`src/hw/dctm_pkg.sv`:
```
/*
 * Shared constants and types for the dual-channel temperature monitor core:
 * register pointer values, reset values, bit positions, bus offsets, timing.
 * Assumes a 25 MHz core clock and an AXI4-Lite master with 32-bit data.
 */
package dctm_pkg;
    // pointer values of the byte registers (reads and writes use different ones)
    localparam logic [7:0] RD_LOCAL = 8'h00;
    localparam logic [7:0] RD_REMOTE = 8'h01;
    localparam logic [7:0] RD_STATUS = 8'h02;
    localparam logic [7:0] RD_CONFIG = 8'h03;
    localparam logic [7:0] RD_RATE = 8'h04;
    localparam logic [7:0] RD_LOCAL_HI = 8'h05;
    localparam logic [7:0] RD_LOCAL_LO = 8'h06;
    localparam logic [7:0] RD_REMOTE_HI = 8'h07;
    localparam logic [7:0] RD_REMOTE_LO = 8'h08;
    localparam logic [7:0] WR_CONFIG = 8'h09;
    localparam logic [7:0] WR_RATE = 8'h0A;
    localparam logic [7:0] WR_LOCAL_HI = 8'h0B;
    localparam logic [7:0] WR_LOCAL_LO = 8'h0C;
    localparam logic [7:0] WR_REMOTE_HI = 8'h0D;
    localparam logic [7:0] WR_REMOTE_LO = 8'h0E;
    localparam logic [7:0] WR_ONE_SHOT = 8'h0F;
    localparam logic [7:0] RD_MAKER_ID = 8'hFE;
    localparam logic [7:0] RD_REVISION = 8'hFF;

    // reset values and the answer to a read of a non-readable pointer
    localparam logic [7:0] VALUE_RST = 8'h80;
    localparam logic [7:0] CONFIG_RST = 8'h00;
    localparam logic [7:0] RATE_RST = 8'h02;
    localparam logic [7:0] HIGH_LIMIT_RST = 8'h7F;
    localparam logic [7:0] LOW_LIMIT_RST = 8'hC9;
    localparam logic [7:0] POINTER_RST = 8'h00;
    localparam logic [7:0] INVALID_READ = 8'hFF;

    // field positions
    localparam int STAT_BUSY = 7;
    localparam int CFG_MASK = 7;
    localparam int CFG_STOP = 6;
    localparam int RATE_W = 3;
    localparam logic [2:0] RATE_FASTEST = 3'h7;

    // averaging: sixteen samples per channel
    localparam int AVG_COUNT = 16;
    localparam logic [3:0] AVG_LAST = 4'(AVG_COUNT - 1);

    // AXI4-Lite byte offsets and command word layout
    localparam int AXI_ADDR_W = 8;
    localparam logic [7:0] AXI_CMD = 8'h00;
    localparam logic [7:0] AXI_DATA = 8'h04;
    localparam logic [7:0] AXI_ALERT_RESP = 8'h08;
    localparam int CMD_DATA_LSB = 8;
    localparam int CMD_HAS_DATA = 16;
    localparam logic [1:0] RESP_OKAY = 2'h0;
    localparam logic [1:0] RESP_SLVERR = 2'h2;

    // conversion pacing at the fastest rate code
    localparam int CLK_KHZ = 25000;
    localparam int FAST_CONV_MS = 125;
    localparam int FAST_CONV_CYC = FAST_CONV_MS * CLK_KHZ;

    // one result from the measurement front end
    typedef struct packed {
        logic open;
        logic [7:0] code;
    } dctm_sample_t;

    // limit and sensor flags in status bit order 6 down to 2
    typedef struct packed {
        logic local_high;
        logic local_low_flag;
        logic remote_high;
        logic remote_low_flag;
        logic open;
    } dctm_flags_t;
endpackage : dctm_pkg

```
`src/hw/dctm_core.sv`:
```
/*
 * Digital core of a two-channel temperature monitor: conversion sequencing,
 * sixteen-sample averaging, limit compare, status flags, alarm output and the
 * pointer-addressed byte register file behind an AXI4-Lite slave.
 * Assumes a front end that returns one signed sample per start pulse and a
 * synchronous standby pin; all inputs are synchronous to mclk_i.
 */
`timescale 1ns/1ps
`default_nettype none

module dctm_core #(
    parameter int unsigned FAST_PERIOD_CYC = dctm_pkg::FAST_CONV_CYC,
    parameter logic [6:0] DEV_ADDR = 7'h2A, // arbitrary value
    parameter logic [7:0] MAKER_ID = 8'h5A, // arbitrary value
    parameter logic [3:0] PART_ID = 4'h6, // arbitrary value
    parameter logic [3:0] DIE_REV = 4'h1 // arbitrary value
) (
    // clock, reset, enable
    input wire logic mclk_i,
    input wire logic resetn_i,
    input wire logic ce_i,
    // AXI4-Lite write channels
    input wire logic [dctm_pkg::AXI_ADDR_W-1:0] s_axi_awaddr_i,
    input wire logic s_axi_awvalid_i,
    output logic s_axi_awready_o,
    input wire logic [31:0] s_axi_wdata_i,
    input wire logic [3:0] s_axi_wstrb_i,
    input wire logic s_axi_wvalid_i,
    output logic s_axi_wready_o,
    output logic [1:0] s_axi_bresp_o,
    output logic s_axi_bvalid_o,
    input wire logic s_axi_bready_i,
    // AXI4-Lite read channels
    input wire logic [dctm_pkg::AXI_ADDR_W-1:0] s_axi_araddr_i,
    input wire logic s_axi_arvalid_i,
    output logic s_axi_arready_o,
    output logic [31:0] s_axi_rdata_o,
    output logic [1:0] s_axi_rresp_o,
    output logic s_axi_rvalid_o,
    input wire logic s_axi_rready_i,
    // measurement front end
    output logic meas_start_o,
    output logic meas_remote_o,
    input wire logic sample_valid_i,
    input wire dctm_pkg::dctm_sample_t sample_i,
    // pins
    input wire logic standby_in_n_i,
    output logic alert_n_o
);

    typedef enum logic [2:0] {
        ST_IDLE, ST_ISSUE, ST_WAIT, ST_STORE, ST_COMPARE
    } dctm_conv_state_t;

    // signed compares shared by both channels
    function automatic logic above(input logic [7:0] val, input logic [7:0] lim);
        above = $signed(val) > $signed(lim);
    endfunction : above

    function automatic logic below(input logic [7:0] val, input logic [7:0] lim);
        below = $signed(val) < $signed(lim);
    endfunction : below

    // mean of sixteen, floored at zero since the sensor cannot read negative
    function automatic logic [7:0] avg_clamp(input logic [11:0] sum);
        avg_clamp = sum[11] ? 8'h00 : sum[11:4];
    endfunction : avg_clamp

    // register file
    logic [7:0] local_value;
    logic [7:0] remote_value;
    logic [7:0] cfg;
    logic [7:0] rate;
    logic [7:0] local_hi;
    logic [7:0] local_lo;
    logic [7:0] remote_hi;
    logic [7:0] remote_lo;
    logic [7:0] pointer;
    dctm_pkg::dctm_flags_t flags;
    logic alarm_latch;

    // conversion engine
    dctm_conv_state_t state;
    logic boot;
    logic one_shot;
    logic chan_remote;
    logic [3:0] avg_cnt;
    logic [11:0] acc;
    logic [7:0] local_avg;
    logic open_seen;
    logic open_acc;
    logic [31:0] timer;

    // bus holding registers
    logic aw_got;
    logic w_got;
    logic [7:0] aw_addr;
    logic [31:0] w_data;
    logic [3:0] w_strb;

    // pacing and run control
    wire stopped = cfg[dctm_pkg::CFG_STOP] | ~standby_in_n_i;
    wire [31:0] period = 32'(FAST_PERIOD_CYC) << (dctm_pkg::RATE_FASTEST - rate[2:0]);
    wire timer_due = timer >= period - 32'h1;
    wire in_idle = state == ST_IDLE;
    wire start_conv = in_idle & ((boot & ~stopped) | one_shot | (timer_due & ~stopped));
    wire boot_compare = in_idle & boot & stopped & ~one_shot;
    wire compare_evt = state == ST_COMPARE;
    wire busy = (state == ST_ISSUE) | (state == ST_WAIT) | (state == ST_STORE);
    wire take_sample = (state == ST_WAIT) & sample_valid_i;
    wire last_sample = take_sample & (avg_cnt == dctm_pkg::AVG_LAST);
    wire [11:0] next_acc = acc + {{4{sample_i.code[7]}}, sample_i.code};

    // live limit conditions on the stored values
    dctm_pkg::dctm_flags_t live;
    assign live.local_high = above(local_value, local_hi);
    assign live.local_low_flag = below(local_value, local_lo);
    assign live.remote_high = above(remote_value, remote_hi);
    assign live.remote_low_flag = below(remote_value, remote_lo);
    assign live.open = open_seen;

    // bus handshakes; a write fires once both address and data are held
    wire wr_fire = aw_got & w_got & ~s_axi_bvalid_o;
    wire rd_fire = s_axi_arvalid_i & s_axi_arready_o;
    wire wr_cmd = wr_fire & (aw_addr == dctm_pkg::AXI_CMD) & w_strb[0];
    wire wr_map_ok = (aw_addr == dctm_pkg::AXI_CMD);
    wire [7:0] wr_ptr = w_data[7:0];
    wire wr_byte = wr_cmd & w_data[dctm_pkg::CMD_HAS_DATA] & w_strb[1];
    wire [7:0] wr_val = w_data[dctm_pkg::CMD_DATA_LSB +: 8];
    wire we_cfg = wr_byte & (wr_ptr == dctm_pkg::WR_CONFIG);
    wire we_rate = wr_byte & (wr_ptr == dctm_pkg::WR_RATE);
    wire we_lhi = wr_byte & (wr_ptr == dctm_pkg::WR_LOCAL_HI);
    wire we_llo = wr_byte & (wr_ptr == dctm_pkg::WR_LOCAL_LO);
    wire we_rhi = wr_byte & (wr_ptr == dctm_pkg::WR_REMOTE_HI);
    wire we_rlo = wr_byte & (wr_ptr == dctm_pkg::WR_REMOTE_LO);
    wire we_shot = wr_byte & (wr_ptr == dctm_pkg::WR_ONE_SHOT);

    // read selection by the held pointer; write-only pointers read invalid
    wire [7:0] status_byte = {busy, flags, 2'h0};
    wire [7:0] ptr_byte =
        (pointer == dctm_pkg::RD_LOCAL) ? local_value :
        (pointer == dctm_pkg::RD_REMOTE) ? remote_value :
        (pointer == dctm_pkg::RD_STATUS) ? status_byte :
        (pointer == dctm_pkg::RD_CONFIG) ? cfg :
        (pointer == dctm_pkg::RD_RATE) ? rate :
        (pointer == dctm_pkg::RD_LOCAL_HI) ? local_hi :
        (pointer == dctm_pkg::RD_LOCAL_LO) ? local_lo :
        (pointer == dctm_pkg::RD_REMOTE_HI) ? remote_hi :
        (pointer == dctm_pkg::RD_REMOTE_LO) ? remote_lo :
        (pointer == dctm_pkg::RD_MAKER_ID) ? MAKER_ID :
        (pointer == dctm_pkg::RD_REVISION) ? {PART_ID, DIE_REV} :
        dctm_pkg::INVALID_READ;
    wire rd_data_sel = s_axi_araddr_i == dctm_pkg::AXI_DATA;
    wire rd_cmd_sel = s_axi_araddr_i == dctm_pkg::AXI_CMD;
    wire rd_ara_sel = s_axi_araddr_i == dctm_pkg::AXI_ALERT_RESP;
    wire [31:0] rd_word =
        rd_data_sel ? {24'h000000, ptr_byte} :
        rd_cmd_sel ? {24'h000000, pointer} :
        rd_ara_sel ? {24'h000000, DEV_ADDR, 1'h1} : 32'h00000000;
    wire rd_ok = rd_data_sel | rd_cmd_sel | rd_ara_sel;
    wire status_rd = rd_fire & rd_data_sel & (pointer == dctm_pkg::RD_STATUS);
    wire service_rd = status_rd | (rd_fire & rd_ara_sel);

    // flags: compare sets, status read clears only vanished ones; set wins
    wire [4:0] flag_set = compare_evt ? live : 5'h00;
    wire [4:0] flag_clr = status_rd ? ~live : 5'h00;
    wire [4:0] next_flags = flag_set | (flags & ~flag_clr);
    // latch follows any flag; released by a service read once all is clean
    wire next_alarm = (|next_flags) |
        (alarm_latch & ~(service_rd & ~(|next_flags) & ~(|live)));

    // AXI4-Lite write side
    always_ff @(posedge mclk_i) begin
        if (!resetn_i) begin
            s_axi_awready_o <= 1'h1;
            s_axi_wready_o <= 1'h1;
            s_axi_bvalid_o <= 1'h0;
            s_axi_bresp_o <= dctm_pkg::RESP_OKAY;
            aw_got <= 1'h0;
            w_got <= 1'h0;
            aw_addr <= 8'h00;
            w_data <= 32'h00000000;
            w_strb <= 4'h0;
        end else if (ce_i) begin
            if (s_axi_awvalid_i & s_axi_awready_o) begin
                aw_addr <= s_axi_awaddr_i;
                aw_got <= 1'h1;
                s_axi_awready_o <= 1'h0;
            end
            if (s_axi_wvalid_i & s_axi_wready_o) begin
                w_data <= s_axi_wdata_i;
                w_strb <= s_axi_wstrb_i;
                w_got <= 1'h1;
                s_axi_wready_o <= 1'h0;
            end
            if (wr_fire) begin
                s_axi_bvalid_o <= 1'h1;
                s_axi_bresp_o <= wr_map_ok ? dctm_pkg::RESP_OKAY : dctm_pkg::RESP_SLVERR;
            end
            // channels reopen only after the response is taken
            if (s_axi_bvalid_o & s_axi_bready_i) begin
                s_axi_bvalid_o <= 1'h0;
                aw_got <= 1'h0;
                w_got <= 1'h0;
                s_axi_awready_o <= 1'h1;
                s_axi_wready_o <= 1'h1;
            end
        end
    end

    // AXI4-Lite read side; one read in flight
    always_ff @(posedge mclk_i) begin
        if (!resetn_i) begin
            s_axi_arready_o <= 1'h1;
            s_axi_rvalid_o <= 1'h0;
            s_axi_rdata_o <= 32'h00000000;
            s_axi_rresp_o <= dctm_pkg::RESP_OKAY;
        end else if (ce_i) begin
            if (rd_fire) begin
                s_axi_arready_o <= 1'h0;
                s_axi_rvalid_o <= 1'h1;
                s_axi_rdata_o <= rd_word;
                s_axi_rresp_o <= rd_ok ? dctm_pkg::RESP_OKAY : dctm_pkg::RESP_SLVERR;
            end else if (s_axi_rvalid_o & s_axi_rready_i) begin
                s_axi_rvalid_o <= 1'h0;
                s_axi_arready_o <= 1'h1;
            end
        end
    end

    // pointer and host-writable registers; read-only pointers ignore writes
    always_ff @(posedge mclk_i) begin
        if (!resetn_i) begin
            pointer <= dctm_pkg::POINTER_RST;
            cfg <= dctm_pkg::CONFIG_RST;
            rate <= dctm_pkg::RATE_RST;
            local_hi <= dctm_pkg::HIGH_LIMIT_RST;
            local_lo <= dctm_pkg::LOW_LIMIT_RST;
            remote_hi <= dctm_pkg::HIGH_LIMIT_RST;
            remote_lo <= dctm_pkg::LOW_LIMIT_RST;
        end else if (ce_i) begin
            if (wr_cmd) pointer <= wr_ptr;
            if (we_cfg) cfg <= wr_val;
            if (we_rate) rate <= wr_val;
            if (we_lhi) local_hi <= wr_val;
            if (we_llo) local_lo <= wr_val;
            if (we_rhi) remote_hi <= wr_val;
            if (we_rlo) remote_lo <= wr_val;
        end
    end

    // flags, alarm latch and masked alarm pin (one cycle behind the latch)
    always_ff @(posedge mclk_i) begin
        if (!resetn_i) begin
            flags <= 5'h00;
            alarm_latch <= 1'h0;
            alert_n_o <= 1'h1;
        end else if (ce_i) begin
            flags <= next_flags;
            alarm_latch <= next_alarm;
            alert_n_o <= ~(alarm_latch & ~cfg[dctm_pkg::CFG_MASK]);
        end
    end

    // pacing timer restarts at every conversion start
    always_ff @(posedge mclk_i) begin
        if (!resetn_i) begin
            timer <= 32'h00000000;
            one_shot <= 1'h0;
            boot <= 1'h1;
        end else if (ce_i) begin
            if (start_conv) timer <= 32'h00000000;
            else if (!timer_due) timer <= timer + 32'h1;
            // a one-shot runs even in standby; set wins over the start
            one_shot <= we_shot | (one_shot & ~start_conv);
            if (in_idle) boot <= 1'h0;
        end
    end

    // conversion sequence: local then remote, sixteen samples each
    always_ff @(posedge mclk_i) begin
        if (!resetn_i) begin
            state <= ST_IDLE;
            chan_remote <= 1'h0;
            avg_cnt <= 4'h0;
            acc <= 12'h000;
            local_avg <= dctm_pkg::VALUE_RST;
            local_value <= dctm_pkg::VALUE_RST;
            remote_value <= dctm_pkg::VALUE_RST;
            open_acc <= 1'h0;
            open_seen <= 1'h0;
            meas_start_o <= 1'h0;
            meas_remote_o <= 1'h0;
        end else if (ce_i) begin
            meas_start_o <= 1'h0;
            case (state)
                ST_IDLE: begin
                    if (start_conv) begin
                        chan_remote <= 1'h0;
                        avg_cnt <= 4'h0;
                        acc <= 12'h000;
                        open_acc <= 1'h0;
                        state <= ST_ISSUE;
                    end else if (boot_compare) begin
                        state <= ST_COMPARE;
                    end
                end
                ST_ISSUE: begin
                    meas_start_o <= 1'h1;
                    meas_remote_o <= chan_remote;
                    state <= ST_WAIT;
                end
                ST_WAIT: begin
                    if (take_sample) begin
                        acc <= next_acc;
                        avg_cnt <= avg_cnt + 4'h1;
                        open_acc <= open_acc | (chan_remote & sample_i.open);
                        state <= ST_ISSUE;
                    end
                    if (last_sample) begin
                        avg_cnt <= 4'h0;
                        if (chan_remote) begin
                            state <= ST_STORE;
                        end else begin
                            acc <= 12'h000; // remote sum must survive until the store
                            local_avg <= avg_clamp(next_acc);
                            chan_remote <= 1'h1;
                        end
                    end
                end
                ST_STORE: begin
                    // both channels land together, then compare
                    local_value <= local_avg;
                    remote_value <= avg_clamp(acc);
                    open_seen <= open_acc;
                    state <= ST_COMPARE;
                end
                ST_COMPARE: begin
                    state <= ST_IDLE;
                end
                default: begin
                    state <= ST_IDLE;
                end
            endcase
        end
    end

endmodule : dctm_core

`default_nettype wire

```
`config.mk`:
```
export PLATFORM = sky130hd
export DESIGN_NAME = dctm_core
export DESIGN_NICKNAME = d
export VERILOG_FILES = /design/src/hw/dctm_pkg.sv /design/src/hw/dctm_core.sv
export SDC_FILE = /design/constraint.sdc
export NUM_CORES = 1
export LEC_CHECK = 0
export BUFFER_PORTS_ARGS = -buffer_cell sky130_fd_sc_hd__buf_2
export CORE_MARGIN = 3
export CORE_UTILIZATION = 32
export DETAILED_ROUTE_END_ITERATION = 8
export PLACE_DENSITY = 0.57
export SYNTH_ARGS = -nofsm -noshare
export SYNTH_HDL_FRONTEND = slang
export SYNTH_SLANG_ARGS = --single-unit
```
`constraint.sdc`:
```
create_clock -name mclk_i -period 3.1 [get_ports mclk_i]
set_input_delay 0.465 -clock mclk_i [delete_from_list [all_inputs] [get_ports mclk_i]]
set_output_delay 0.465 -clock mclk_i [all_outputs]
set_load 0.05 [all_outputs]
```
After elaboration in Yosys (flattened, before gate mapping)
Cells that the tools add are included.
{"block": "op_classes", "n_addsub": 5, "order_cmp": 5, "n_eq_ne": 30, "shift": 1, "n_mux": 57, "bitwise": 61, "n_reduce_logical": 36}
{"operator": "8-bit 2-to-1 mux", "n": 13}
{"operator": "8-bit by 4-bit equality test with 1-bit output, second input constant", "n": 9}
{"operator": "32-bit 2-to-1 mux", "n": 2}
{"operator": "12-bit 2-to-1 mux", "n": 4}
{"operator": "8-bit by 3-bit equality test with 1-bit output, second input constant", "n": 5}
{"operator": "2-bit AND reduction", "n": 20}
{"operator": "1-bit AND", "n": 35}
{"operator": "32-bit by 1-bit adder with 32-bit output, second input constant", "n": 1}
{"operator": "32-bit >= comparator", "n": 1}
{"operator": "22-bit by 3-bit left shift with 32-bit output, first input constant", "n": 1}
{"operator": "32-bit by 1-bit subtractor with 32-bit output, second input constant", "n": 1}
{"operator": "8-bit zero test", "n": 3}
{"operator": "12-bit one-hot mux with 2 select lines", "n": 1}
{"operator": "7-bit 2-to-1 mux", "n": 3}
{"operator": "1-bit 2-to-1 mux", "n": 18}
{"operator": "8-bit by 2-bit equality test with 1-bit output, second input constant", "n": 2}
{"operator": "8-bit equality test, second input constant", "n": 2}
{"operator": "8-bit > comparator", "n": 2}
{"operator": "8-bit < comparator", "n": 2}
{"operator": "4-bit AND reduction", "n": 4}
{"operator": "3-bit 2-to-1 mux", "n": 5}
{"operator": "12-bit adder", "n": 1}
{"operator": "4-bit 2-to-1 mux", "n": 3}
{"operator": "3-bit one-hot mux with 4 select lines", "n": 1}
{"operator": "24 further kinds", "n": 56}
{"block": "word_totals", "reg_bits": 215, "input_bits": 71, "out_inout_bits": 44, "word_cells": 236}

Logic depth before layout (Yosys ltp)
{"block": "logic_depth", "ltp_word": 14, "mapped_depth": 14, "ltp_nobuf": 12}

Least setup slack after synthesis
No wires, ideal clock.
{"block": "synth_timing", "path_type": "register -> register", "start": "register rate[0]", "end": "register timer[0]", "setup_ns": 0.134, "arrival_time_ns": 2.909, "required_ns": 2.966, "slack_ns": 0.057, "stages_incl_launch_ff": 13, "path_buffers": 2, "period_less_slack_ns": 3.043, "path_cell_list": "dfxtp_1 -> clkbuf_1 -> clkinv_1 -> nand2_1 -> inv_1 -> ha_1 -> nand4_1 -> nor4_1 -> a211o_1 -> a21boi_0 -> o31ai_1 -> clkbuf_1 -> o22ai_1"}
{"block": "synth_between", "elab_chain_len": 9, "elab_cells_between_ends": 10, "classes_between": "add/sub (2); order compare (1); eq/ne (1); shift (1); mux (1); bitwise (3); reduce/logical (1)"}
{"element": "start, declared", "line": "dctm_core.sv:73", "rtl": "logic [7:0] rate;"}
{"element": "start signal, assigned", "line": "dctm_core.sv:236", "rtl": "rate <= dctm_pkg::RATE_RST;"}
{"element": "start signal, assigned", "line": "dctm_core.sv:244", "rtl": "if (we_rate) rate <= wr_val;"}
{"element": "3-bit subtractor (*)", "line": "dctm_core.sv:103", "rtl": "wire [31:0] period = 32'(FAST_PERIOD_CYC) << (dctm_pkg::RATE_FASTEST - rate[2:0]);"}
{"element": "22-bit by 3-bit left shift with 32-bit output (*)", "line": "dctm_core.sv:103"}
{"element": "32-bit by 1-bit subtractor with 32-bit output (*)", "line": "dctm_core.sv:104", "rtl": "wire timer_due = timer >= period - 32'h1;"}
{"element": "32-bit >= comparator (*)", "line": "dctm_core.sv:104"}
{"element": "1-bit AND", "line": "dctm_core.sv:106", "rtl": "wire start_conv = in_idle & ((boot & ~stopped) | one_shot | (timer_due & ~stopped));"}
{"element": "1-bit OR", "line": "dctm_core.sv:106"}
{"element": "1-bit AND", "line": "dctm_core.sv:106"}
{"element": "2-bit by 1-bit != test with 1-bit output (no source line)"}
{"element": "2-bit AND reduction (no source line)"}
{"element": "end signal, assigned", "line": "dctm_core.sv:273", "rtl": "else if (!timer_due) timer <= timer + 32'h1;"}
{"element": "end, declared", "line": "dctm_core.sv:92", "rtl": "logic [31:0] timer;"}
Mark *: on every way between the ends. The rest lies on a longest branch, timed or not.
A chain may end at the register's enable or synchronous reset.

Final worst setup path
{"block": "layout_timing", "start": "register rate[2]", "end": "register timer[15]"}
Same word-level chain as after synthesis.

==> flow_metrics.env <==
export IMPL_grt_pass1_wl_mm=50.1
export IMPL_end_kind="register"
export IMPL_die_h_um=191
export IMPL_numClockSinks=189
export IMPL_drtIter0Drc=542
export IMPL_finClkSkew_ns=0.0274
export IMPL_vias=9796
export IMPL_hp_class="in2reg"
export IMPL_finalPower_mw=5.34
export IMPL_clk_pin_slew_ns=0.09
export IMPL_regArea_um2=3790
export IMPL_regToRegStartpoint="rate[2]"
export IMPL_avgRoutedWirePerCell_um=16.8
export IMPL_fillCellCount=3525
export IMPL_required_ns=3.43
export IMPL_slowest_stage="a211o_2"
export IMPL_power_density_nw_per_um2=425
export IMPL_core_area_um2=33700
export IMPL_synth_seq_area_share=0.344
export IMPL_yosysUniqueCellTypes=77
export IMPL_start_kind="register"
export IMPL_critPathMaxStageDelay_ns=0.41
export IMPL_tritoncts="done"
export IMPL_finalCriticalPeriod_ns=2.96
export IMPL_antenna_found_initial=0
export IMPL_criticalPathCategory="reg2reg"
export IMPL_yosysMostFrequentCell="nand2_1"
export IMPL_reg2regPathDepth=12
export IMPL_wl_mm=31.1
export IMPL_r2r_setup_slack_ns=0.14
export IMPL_yosysTopAreaCellShare=0.344
export IMPL_timing_setup_tns_ns=0
export IMPL_viasPerCell=5.27
export IMPL_drc=0
export IMPL_route_antenna_remaining_nets=0
export IMPL_syn_area_per_cell_um2=8.28
export IMPL_critPathTopFamily="compound AO/OA/AOI/OAI gates"
export IMPL_yosys_top_cells_count="nand2_1, dfxtp_1, nor2_1"
export IMPL_clockBufferDepth=2
export IMPL_synth_area_um2=11000
export IMPL_cp_arrival_ns=3.29
export IMPL_area_growth_pct=14.3
export IMPL_syn_instance_count=1327
export IMPL_tritoncts_num_buffers=17
export IMPL_ys_top_cells_by_area="dfxtp_1, ha_1, nand2_1, mux2i_1, a21boi_0"
export IMPL_min_from="s_axi_wdata_i[8]"
export IMPL_die_width_um=191
export IMPL_multi_input_area_um2=6640
export IMPL_dr_pass1_iters=6
export IMPL_slew_headroom=0.518
export IMPL_tightestPinTransition_ns=0.720
export IMPL_yosys_register_bits=189
export IMPL_yosys_most_used_dff="dfxtp_1"
export IMPL_min_path_cells=3
export IMPL_htree_levels=4
export IMPL_grt_max_degree=63
export IMPL_grt_overflow_total=0
export IMPL_path_buf_inv=2
export IMPL_finalNonFillerCells=1858
export IMPL_cap_violations=0
export IMPL_port_buffers=71
export IMPL_row_count=67
export IMPL_cp_max_fo=7
export IMPL_gp_congestion=0.912
export IMPL_finalSetupViolCount=0
export IMPL_synth_warnings=0
export IMPL_vdd_drop_max_uv=413
export IMPL_fin_crit_sh=0.954
export IMPL_synth_edf_count=0
export IMPL_pre_cts_ws_ns=-0.00950
export IMPL_initial_core_util=0.326
export IMPL_p_leak_nw=5.26
export IMPL_clock_tree_root_cell="clkbuf_16"
export IMPL_critical_path_depth=12
export IMPL_post_cts_setup_buffers=0
export IMPL_dp_cells=1826
export IMPL_setup_ws_ns=0.141
export IMPL_pin_count=115
export IMPL_worst_r2r_endpoint="timer[15]"
export IMPL_run_status="finished, final reports clean"
export IMPL_grtUsageTotal=0.171
export IMPL_async_flop_share=0
export IMPL_worst_hold_path_endpoint="w_data[8]"
export IMPL_final_hold_violation_count=0
export IMPL_yosys_area_top_type="dfxtp_1"
export IMPL_clkLatencyLatePin_ns=0.46
export IMPL_drive_above_1_share=0.132
export IMPL_drv_slew=0
export IMPL_diodes=0
export IMPL_postCtsHoldBufs=0
export IMPL_hpwl_mm=23.6
export IMPL_fmax_ghz=0.338
export IMPL_nets=1539
export IMPL_dieArea_um2=36600
export IMPL_first_global_vias=9337
export IMPL_fin_hold_ws_ns=0.248
export IMPL_cp_cell_sequence="nand2_1, nand2_1, ha_1, a211oi_1, o221ai_1, a21o_1, a211o_2, buf_4, buf_4, a211oi_1, xnor2_1, nor2_1"
## worst max-delay path by stage
stage	startpoint	end	slack, ns
2_1_floorplan	rate[0]	timer[0]	0.06
3_3_place_gp	rate[0]	timer[28]	0.08
4_1_cts	rate[2]	acc[9]	0.06
6_report	rate[2]	timer[15]	0.14
5_1_grt	rate[2]	timer[15]	-0.03
3_5_place_dp	rate[2]	timer[5]	-0.01
## repair_timing
item,CTS,global route
hold endpoints to repair,0,0
gates cloned,0,0
gates resized for setup,3,10
pin swaps,0,0
setup endpoints to repair,9,49
## through the flow
step	instance area [um^2]	util
final	12600	0.373
after floorplan	11100	-
after CTS	12500	0.372
after global placement	11900	0.353
after global routing	12600	0.373
after detailed placement	11900	0.353
## worst register-to-register path, stage by stage, from the launching register on
cell      delay [ns]
dfxtp_2         0.37
nand2_1         0.16
nand2_1         0.11
ha_1            0.30
a211oi_1        0.27
o221ai_1        0.18
a21o_1          0.22
a211o_2         0.41
buf_4           0.20
buf_4           0.17
a211oi_1        0.27
xnor2_1         0.15
nor2_1          0.05
## state kept, by name, indices dropped and copies added (netlist names), 3 cells and up
signal         cells
w_data            17
local_value        8
aw_addr            8
remote_lo          8
s_axi_rdata_o      8
remote_value       8
local_hi           8
pointer            8
avg_cnt            4
state              3
acc               12
rate               8
local_lo           8
remote_hi          8
local_avg          8
flags              5
cfg                8
timer             32
## kinds of logic after synthesis
group / synth area share
compound gates: 0.218
xor+xnor: 0.0215
fa+ha+maj: 0.0816
buf+inv: 0.0624
flops: 0.344
mux: 0.0514
other cells: 0.000684
simple gates: 0.220
## layer usage
| metal | vias to the layer above | routed length, um | global-route usage |
|---|---|---|---|
| li1 | 4839 | - | - |
| met1 | 4659 | 15000 | 0.234 |
| met2 | 255 | 14200 | 0.272 |
| met3 | 43 | 1390 | 0.0306 |
| met4 | 0 | 647 | 0.0517 |
| met5 | - | 0 | 0 |
## power breakdown
part | switching, mW | leakage, nW | total, mW | internal [mW]
Sequential | 0.0535 | 1.53 | 2.52 | 2.47
Clock | 1.20 | 0.303 | 2.33 | 1.13
Combinational | 0.320 | 3.42 | 0.483 | 0.163
## area by class of cell
type	instances	share of cell area
clock buffers	17	0.0339
clock inverters	15	0.0155
inverters	53	0.0158
multi-input cells	1017	0.529
flip-flops and latches	189	0.302
well taps	448	0.0447
repair buffers	119	0.0592
## layout by cell type, fill, tap and decap left out, types with 11 or more instances in the layout
master	netlist	routed
nand4_1	24	24
xnor2_1	14	14
a21oi_1	68	68
o21a_1	13	13
buf_4	30	47
inv_1	52	52
nor3_1	17	17
o211ai_1	19	19
mux2i_1	53	53
conb_1	2	27
and3_1	19	19
xor2_1	13	13
and2_1	10	11
a21o_1	11	11
nand3b_1	14	14
buf_2	8	70
ha_1	70	70
nor2_1	76	74
o21ai_0	56	56
a21boi_0	62	60
nor2b_1	54	54
clkbuf_16	0	17
a211oi_1	12	12
nand2_1	190	190
nand3_1	33	33
dfxtp_1	189	187
or3_1	14	14
Note: power is estimated with default switching activity, not from simulation.
